File: src/rtl/lrm_defs.svh
`ifndef LRM_DEFS_SVH
`define LRM_DEFS_SVH

// Register byte offsets on the serial register port
`define LRM_OFF_LIN_MASK 8'h23
`define LRM_OFF_SELECT 8'h24
`define LRM_OFF_CUR_HIGH 8'h25
`define LRM_OFF_CUR_LOW 8'h26

// Mask register layout
`define LRM_BIT_LIN1_PG_INVALID 7
`define LRM_BIT_LIN1_PG_VALID 6
`define LRM_BIT_LIN1_OC 4
`define LRM_BIT_LIN0_PG_INVALID 3
`define LRM_BIT_LIN0_PG_VALID 2
`define LRM_BIT_LIN0_OC 0
`define LRM_MASK_WRITABLE 8'hdd
`define LRM_MASK_RESET 8'hdd

// Selector and result resets
`define LRM_SELECT_RESET 1'h0
`define LRM_RESULT_RESET 9'h000
`define LRM_RESULT_MSB 8

// Live condition index inside the synchroniser vectors
`define LRM_IDX_LIN0_PG 0
`define LRM_IDX_LIN0_OC 1
`define LRM_IDX_LIN1_PG 2
`define LRM_IDX_LIN1_OC 3

// Result scaling
`define LRM_LSB_MA 20
`define LRM_FULL_SCALE_MA 10220

`endif

File: src/rtl/lrm_pkg.sv
package lrm_pkg;

    // Whole state of the register bank
    typedef struct packed {
        logic [7:0] mask;
        logic sel;
        logic busy;
        logic start;
        logic [8:0] result;
        logic [3:0] sync1;
        logic [3:0] sync2;
        logic [3:0] prev;
        logic [3:0] irq;
        logic meter_irq;
        logic [7:0] rdata;
    } lrm_state_type;

endpackage : lrm_pkg

File: src/rtl/lrm_regbank.sv
`timescale 1ns/10ps
`include "lrm_defs.svh"

// Functional notes
// - Lin1 loss of power-good raises no irq while mask bit 7 is set.
// - Lin1 power-good becoming valid raises no irq while bit 6 is set.
// - Lin1 current-limit detection raises no irq while bit 4 is set.
// - Lin0 loss of power-good raises no irq while mask bit 3 is set.
// - Lin0 power-good becoming valid raises no irq while bit 2 is set.
// - Lin0 current-limit detection raises no irq while bit 0 is set.
// - Lin1 power-good status follows live condition regardless of masks.
// - Lin0 power-good status follows live condition regardless of masks.
// - Both current-limit status bits track live condition regardless of masks.
// - Select bit 0 measures converter 0, 1 measures converter 1; resets 0.
// - Every write to the select register starts a new measurement.
// - Result bit 8 reads as bit 0 of upper result register, rest zero.
// - Lower result register holds result bits 7:0, resets to zero.
// - Result counts 20 mA each, full scale 10.22 A.
// - Completion raises the meter-ready irq only when its mask is 0.
module lrm_regbank
    import lrm_pkg::*;
#(
    // Meter result width; registers and state serve nine bits only
    parameter int RESULT_WIDTH = 9
)
(
    // Clock and reset
    input wire logic clock,
    input wire logic reset_n,
    // Register port from the serial interface
    input wire logic [7:0] reg_addr,
    input wire logic [7:0] reg_wdata,
    input wire logic reg_write,
    output logic [7:0] reg_rdata,
    // Live regulator conditions, asynchronous
    input wire logic lin0_pg_live,
    input wire logic lin0_overcurrent_live,
    input wire logic lin1_pg_live,
    input wire logic lin1_overcurrent_live,
    // Synchronised status
    output logic lin0_pg_state,
    output logic lin0_overcurrent_state,
    output logic lin1_pg_state,
    output logic lin1_overcurrent_state,
    // Interrupt events, one-cycle pulses
    output logic lin0_pg_irq_flag,
    output logic lin0_overcurrent_irq_flag,
    output logic lin1_pg_irq_flag,
    output logic lin1_overcurrent_irq_flag,
    output logic meter_ready_irq_flag,
    // Load meter engine
    input wire logic meter_ready_irq_mask,
    input wire logic meter_done,
    input wire logic [RESULT_WIDTH-1:0] meter_value,
    output logic meter_start,
    output logic meter_select
);

    // Scale kept for software; one count is 20 mA
    localparam int LSB_MA = `LRM_LSB_MA;
    localparam int FULL_SCALE_MA = `LRM_FULL_SCALE_MA;

    // Elaboration checks; other values are not served by the logic
    if (LSB_MA * 511 != FULL_SCALE_MA) begin : g_bad_scale
        $error("load meter scale inconsistent");
    end
    if (RESULT_WIDTH != `LRM_RESULT_MSB + 1) begin : g_bad_width
        $error("load meter result must be nine bits");
    end

    lrm_state_type st;
    lrm_state_type next_st;
    logic [3:0] rise;
    logic [3:0] fall;

    // Address match used by both write paths and the read mux
    function automatic logic lrm_hit(input logic [7:0] addr,
                                     input logic [7:0] off);
        lrm_hit = (addr == off);
    endfunction : lrm_hit

    // Read value of the addressed register, unmapped reads zero
    function automatic logic [7:0] lrm_read(input logic [7:0] addr,
                                            input lrm_state_type s);
        lrm_read = 8'h00;
        if (lrm_hit(addr, `LRM_OFF_LIN_MASK)) begin
            lrm_read = s.mask & `LRM_MASK_WRITABLE;
        end else if (lrm_hit(addr, `LRM_OFF_SELECT)) begin
            lrm_read = {7'h00, s.sel};
        end else if (lrm_hit(addr, `LRM_OFF_CUR_HIGH)) begin
            lrm_read = {7'h00, s.result[`LRM_RESULT_MSB]};
        end else if (lrm_hit(addr, `LRM_OFF_CUR_LOW)) begin
            lrm_read = s.result[7:0];
        end
    endfunction : lrm_read

    // Edges of the synchronised live conditions
    assign rise = st.sync2 & ~st.prev;
    assign fall = ~st.sync2 & st.prev;

    // Next-state logic
    always_comb begin
        next_st = st;
        // Second stage alone reads the first stage
        next_st.sync1 = {lin1_overcurrent_live, lin1_pg_live,
                         lin0_overcurrent_live, lin0_pg_live};
        next_st.sync2 = st.sync1;
        next_st.prev = st.sync2;

        // Masks gate only the events, never the status
        next_st.irq[`LRM_IDX_LIN1_PG] =
            (fall[`LRM_IDX_LIN1_PG] & ~st.mask[`LRM_BIT_LIN1_PG_INVALID])
            | (rise[`LRM_IDX_LIN1_PG]
               & ~st.mask[`LRM_BIT_LIN1_PG_VALID]);
        next_st.irq[`LRM_IDX_LIN1_OC] =
            rise[`LRM_IDX_LIN1_OC] & ~st.mask[`LRM_BIT_LIN1_OC];
        next_st.irq[`LRM_IDX_LIN0_PG] =
            (fall[`LRM_IDX_LIN0_PG] & ~st.mask[`LRM_BIT_LIN0_PG_INVALID])
            | (rise[`LRM_IDX_LIN0_PG]
               & ~st.mask[`LRM_BIT_LIN0_PG_VALID]);
        next_st.irq[`LRM_IDX_LIN0_OC] =
            rise[`LRM_IDX_LIN0_OC] & ~st.mask[`LRM_BIT_LIN0_OC];

        // Mask writes; reserved bits stay zero
        if (reg_write && lrm_hit(reg_addr, `LRM_OFF_LIN_MASK)) begin
            next_st.mask = reg_wdata & `LRM_MASK_WRITABLE;
        end

        // Completion latches the result and pulses ready
        next_st.start = 1'b0;
        next_st.meter_irq = 1'b0;
        if (st.busy && meter_done) begin
            next_st.busy = 1'b0;
            next_st.result = meter_value;
            next_st.meter_irq = ~meter_ready_irq_mask;
        end

        // Any write restarts, even with an unchanged value; a restart
        // drops a completion in the same cycle as it belongs to the old run
        if (reg_write && lrm_hit(reg_addr, `LRM_OFF_SELECT)) begin
            next_st.sel = reg_wdata[0];
            next_st.start = 1'b1;
            next_st.busy = 1'b1;
            next_st.result = st.result;
            next_st.meter_irq = 1'b0;
        end

        // Read data registered, one cycle behind the address
        next_st.rdata = lrm_read(reg_addr, st);
    end

    // State register
    always_ff @(posedge clock) begin
        if (!reset_n) begin
            st <= '0;
            st.mask <= `LRM_MASK_RESET;
            st.sel <= `LRM_SELECT_RESET;
            st.result <= `LRM_RESULT_RESET;
        end else begin
            st <= next_st;
        end
    end

    // Outputs straight from state flops
    assign reg_rdata = st.rdata;
    assign lin0_pg_state = st.sync2[`LRM_IDX_LIN0_PG];
    assign lin0_overcurrent_state = st.sync2[`LRM_IDX_LIN0_OC];
    assign lin1_pg_state = st.sync2[`LRM_IDX_LIN1_PG];
    assign lin1_overcurrent_state = st.sync2[`LRM_IDX_LIN1_OC];
    assign lin0_pg_irq_flag = st.irq[`LRM_IDX_LIN0_PG];
    assign lin0_overcurrent_irq_flag = st.irq[`LRM_IDX_LIN0_OC];
    assign lin1_pg_irq_flag = st.irq[`LRM_IDX_LIN1_PG];
    assign lin1_overcurrent_irq_flag = st.irq[`LRM_IDX_LIN1_OC];
    assign meter_ready_irq_flag = st.meter_irq;
    assign meter_start = st.start;
    assign meter_select = st.sel;
endmodule : lrm_regbank

File: config.mk
export PLATFORM = sky130hd
export DESIGN_NAME = lrm_regbank
export DESIGN_NICKNAME = d
export VERILOG_FILES = /design/src/rtl/lrm_pkg.sv /design/src/rtl/lrm_regbank.sv
export VERILOG_INCLUDE_DIRS = /design/src /design/src/rtl
export SDC_FILE = /design/constraint.sdc
export NUM_CORES = 1
export LEC_CHECK = 0
export BUFFER_PORTS_ARGS = -buffer_cell sky130_fd_sc_hd__buf_4
export CAP_MARGIN = 20
export CORE_MARGIN = 10
export CORE_UTILIZATION = 35
export CTS_BUF_LIST = sky130_fd_sc_hd__clkbuf_4 sky130_fd_sc_hd__clkbuf_8 sky130_fd_sc_hd__clkbuf_16
export DETAILED_ROUTE_END_ITERATION = 10
export GPL_ROUTABILITY_DRIVEN = 1
export PLACE_DENSITY_LB_ADDON = 0.1
export REMOVE_ABC_BUFFERS = 1
export SETUP_SLACK_MARGIN = 0.3
export SYNTH_ARGS = -nofsm -noshare
export SYNTH_HDL_FRONTEND = slang
export SYNTH_SLANG_ARGS = --single-unit
File: constraint.sdc
create_clock -name clock -period 3.4 [get_ports clock]
set_input_delay 0.34 -clock clock [delete_from_list [all_inputs] [get_ports clock]]
set_output_delay 0.34 -clock clock [all_outputs]
set_load 0.05 [all_outputs]
# --- Word level (Yosys, flattened, before mapping) ---
# Cells that the tools add are included.
word_totals:
  reg_bits: 43
  output_inout_bits: 19
op_classes:
  n_eq_ne: 4
  n_mux: 7
  bitwise_logic: 23
  reduce_logical: 7
ops:
  columns: ["cell", "count"]
  rows:
  - ["equality test 8 x 6 -> 1 bit (second input constant)", 4]
  - ["2-to-1 mux 8 bit", 4]
  - ["2-to-1 mux 11 bit", 1]
  - ["inverter 1 bit", 11]
  - ["2-to-1 mux 9 bit", 1]
  - ["bitwise AND 1 bit", 6]
  - ["OR reduction 5 bit", 1]
  - ["bitwise AND 4 bit", 1]
  - ["inverter 4 bit", 1]
  - ["bitwise AND 3 bit", 1]
  - ["logical AND 1 bit", 3]
  - ["inverter 3 bit", 1]
  - ["OR reduction 3 bit", 1]
  - ["bitwise OR 1 bit", 2]
  - ["AND reduction 2 bit", 1]
  - ["nonzero test 2 bit", 1]
  - ["2-to-1 mux 1 bit", 1]

# --- Logic depth before layout (Yosys ltp) ---
depth:
  word_depth: 5
  depth_mapped: 4

# --- Worst setup path after synthesis ---
# Ideal clock, no wire load.
synth_timing:
  path_type: "input to register"
  start: "in reg_addr[0]"
  end: "reg st (netlist bit meter_select)"
  setup_time_ps: 72
  t_arrival_ps: 1373
  required_time_ps: 3328
  slack_ps: 1955
  path_stages: 4
  path_buffers: 1
  cell_sequence: "or4b_4 -> buf_6 -> nor3_4 -> mux2i_1"
synth_between:
  elab_chain_cells: 2
synth_lines:
  columns: ["element", "line", "source"]
  rows:
  - ["from (decl)", "lrm_regbank.sv:31", "input wire logic [7:0] reg_addr,"]
  - ["equality test 8 x 6 -> 1 bit", "lrm_regbank.sv:79", "lrm_hit = (addr == off);"]
  - ["logical AND 1 bit", "lrm_regbank.sv:140", "if (reg_write && lrm_hit(reg_addr, `LRM_OFF_SELECT)) begin"]
  - ["to (signal assigned)", "lrm_regbank.sv:160", "st <= next_st;"]
  - ["to (decl)", "lrm_regbank.sv:71", "lrm_state_type st;"]
# No other way between the ends.
# A chain may end at the register's enable or synchronous reset.

# --- Worst setup path after layout ---
layout_timing:
  start: "in reg_addr[0]"
  end: "reg st[28] (netlist name)"
layout_between:
  elab_chain_cells: 4
layout_lines:
  columns: ["element", "line"]
  rows:
  - ["equality test 8 x 6 -> 1 bit", "lrm_regbank.sv:79"]
  - ["logical AND 1 bit", "lrm_regbank.sv:140"]
  - ["inverter 1 bit (no source line)", null]
  - ["AND reduction 2 bit (no source line)", null]
# No other way between the ends.

==> impl_metrics.env <==
export IMPL_ys_seq_area_frac=0.454
export IMPL_most_common_layout_cells="buf_4 (51), dfxtp_1 (43), nor2b_1 (17)"
export IMPL_utilization=0.453
export IMPL_vias_per_cell=5.14
export IMPL_rows=26
export IMPL_cts_buffers=5
export IMPL_peakVddDrop_uv=207
export IMPL_worst_slack_ps=1840
export IMPL_grt_pass1_vias=1577
export IMPL_finalHoldViolCount=0
export IMPL_p_per_area_mw_per_mm2=414
export IMPL_place_ws_ps=1540
export IMPL_drv_slew=0
export IMPL_r2r_start="st[35]$_SDFFE_PN0P_"
export IMPL_avgRoutedWirePerCell_um=15.3
export IMPL_tightest_slew_ps=527
export IMPL_ff2ff_setup_slack_ps=2030
export IMPL_post_cts_resized=0
export IMPL_finalClockSkew_ps=7.44
export IMPL_postPlaceCellArea_mm2=0.00224
export IMPL_cp_required_ps=3610
export IMPL_io_pins=53
export IMPL_outcome="finished clean"
export IMPL_drtIter0Drc=80
export IMPL_diodes=0
export IMPL_hpwl_um=3270
export IMPL_clockBufferDepth=2
export IMPL_holdWs_ps=197
export IMPL_path_cells="buf_4 > or4b_4 > or2_1 > o211ai_2"
export IMPL_ys_warn_count=0
export IMPL_ys_seq_elements=43
export IMPL_drc=0
export IMPL_wirelength_um=4480
export IMPL_setup_viol=0
export IMPL_worstPathArrival_ps=1770
export IMPL_die_h_um=93.6
export IMPL_holdBufCountCts=0
export IMPL_ys_async_sr_fraction=0
export IMPL_worstHoldStart="meter_ready_irq_mask"
export IMPL_fin_area_mm2=0.00234
export IMPL_postCtsSetupRepairBufs=0
export IMPL_clk_pin_slew_ps=80
export IMPL_drv_cap=0
export IMPL_synth_edf_count=0
export IMPL_synth_distinct_cells=33
export IMPL_regToRegEndpoint="st[32]$_SDFFE_PN0P_"
export IMPL_cts_root_buffer="clkbuf_8"
export IMPL_netlist_area_mm2=0.00190
export IMPL_first_pass_iters=4
export IMPL_critPathKind="in -> reg"
export IMPL_vias=1507
export IMPL_grt_pass1_wl_um=7540
export IMPL_worstSkewPairLatency_ps=290
export IMPL_syn2layout_area_growth_pct=23.5
export IMPL_finalCritPeriodShare=0.458
export IMPL_grt_setup_unrepaired="no"
export IMPL_rr_worst_depth=3
export IMPL_whs_path_depth=2
export IMPL_critPathMaxFanout=11
export IMPL_dieArea_mm2=0.00876
export IMPL_overflow=0
export IMPL_htreeDepth=2
export IMPL_cp_end_kind="flip-flop"
export IMPL_max_stage_delay_ps=620
export IMPL_synth_area_top_cells="dfxtp_1 (45%), o211ai_2 (5.9%), nor2b_1 (5.6%)"
export IMPL_cellLeakagePower_uw=0.000911
export IMPL_slew_headroom=0.649
export IMPL_final_common_cell="buf_4"
export IMPL_setup_tns_ps=0
export IMPL_detail_route_antenna_nets=0
export IMPL_cts_tree="built"
export IMPL_hold_path_endpoint="meter_ready_irq_flag$_SDFF_PP0_"
export IMPL_min_path_type="in -> reg"
export IMPL_die_w_um=93.6
export IMPL_fin_nets=257
export IMPL_startpoint="reg_addr[0]"
export IMPL_syn_inst=187
export IMPL_cpMaxStageDelayCell="or4b_4"
export IMPL_cp_start_kind="primary input"
export IMPL_drive_above_1_share=0.327
export IMPL_core_region_area_mm2=0.00517
export IMPL_syn_avg_cell_area_um2=10.1
export IMPL_clock_sinks=43
export IMPL_gp_congestion=0.699
export IMPL_initial_utilization=0.367
export IMPL_period_needed_ps=1560
export IMPL_synthFlopType="dfxtp_1"
export IMPL_yosysTopAreaCell="dfxtp_1"
export IMPL_track_usage=0.106
export IMPL_synth_top_area_share=0.454
export IMPL_antenna_found_initial=0
export IMPL_port_buffers=50
export IMPL_max_freq_ghz=0.642
export IMPL_grt_max_degree=61
-- metrics by stage --
| stage | instances | total power [uW] |
|---|---|---|
| finish | 293 | 971 |
| global route | 293 | 1020 |
| CTS | 293 | 985 |
| detailed placement | 286 | 597 |
| global placement | 286 | 595 |
| floorplan | 165 | 549 |
-- state kept, by name, indices dropped and copies added (netlist names) --
| register | count |
|---|---|
| reg_rdata | 8 |
| meter_ready_irq_flag | 1 |
| lin1_pg_irq_flag | 1 |
| lin0_overcurrent_irq_flag | 1 |
| next_st | 4 |
| st | 20 |
| lin1_pg_state | 1 |
| lin1_overcurrent_irq_flag | 1 |
| meter_select | 1 |
| lin0_overcurrent_state | 1 |
| meter_start | 1 |
| lin0_pg_irq_flag | 1 |
| lin1_overcurrent_state | 1 |
| lin0_pg_state | 1 |
-- cell type report --
class	count	area, um2
Timing Repair Buffer	51	383
Fill cell	503	2830
Sequential cell	43	861
Inverter	1	3.75
Clock buffer	5	68.8
Multi-Input combinational cell	121	902
Tap cell	70	87.6
Clock inverter	2	37.5
-- power breakdown --
part | internal [uW] | switching, uW
Sequential | 509 | 2.25
Clock | 215 | 172
Combinational | 36.8 | 36.4
Total | 761 | 211
-- cells by family after synthesis --
family          after synthesis  share of synthesized area
compound gates               37                      0.161
buf+inv                      23                     0.0706
flops                        43                      0.454
mux                           8                     0.0429
simple gates                 76                      0.272
-- routing by layer --
layer	wire [um]	vias up	track usage
met1	1870	726	0.117
met2	2230	31	0.179
met5	0	-	0
li1	-	745	-
met3	330	5	0.0520
met4	44	0	0.0266
-- how the worst max path moves through the flow --
stage | endpoint | slack [ps]
floorplan | st[37]$_SDFFE_PN1P_ | 1690
global placement | st[31]$_SDFFE_PN0P_ | 1580
detailed placement | st[28]$_SDFFE_PN0P_ | 1540
CTS | st[28]$_SDFFE_PN0P_ | 1840
global route | st[28]$_SDFFE_PN0P_ | 1780
finish | st[28]$_SDFFE_PN0P_ | 1840
-- critical path: cells and delay by family --
family	cells	cell delay [ps]
AND/OR/NAND/NOR	2	1060
AO/OA/AOI/OAI	1	240
buffers and inverters	1	120
-- cells in the mapped netlist, drive strengths merged, types with 4 or more instances --
library cell / count
a22oi: 5
a32oi: 9
and2: 12
and4: 11
buf: 12
clkbuf: 10
dfxtp: 43
mux2i: 7
nand2: 4
nand3: 9
nor2: 8
nor2b: 17
nor3b: 4
o211ai: 9
o21ai: 10
Note: power is estimated with default switching activity, not from simulation.
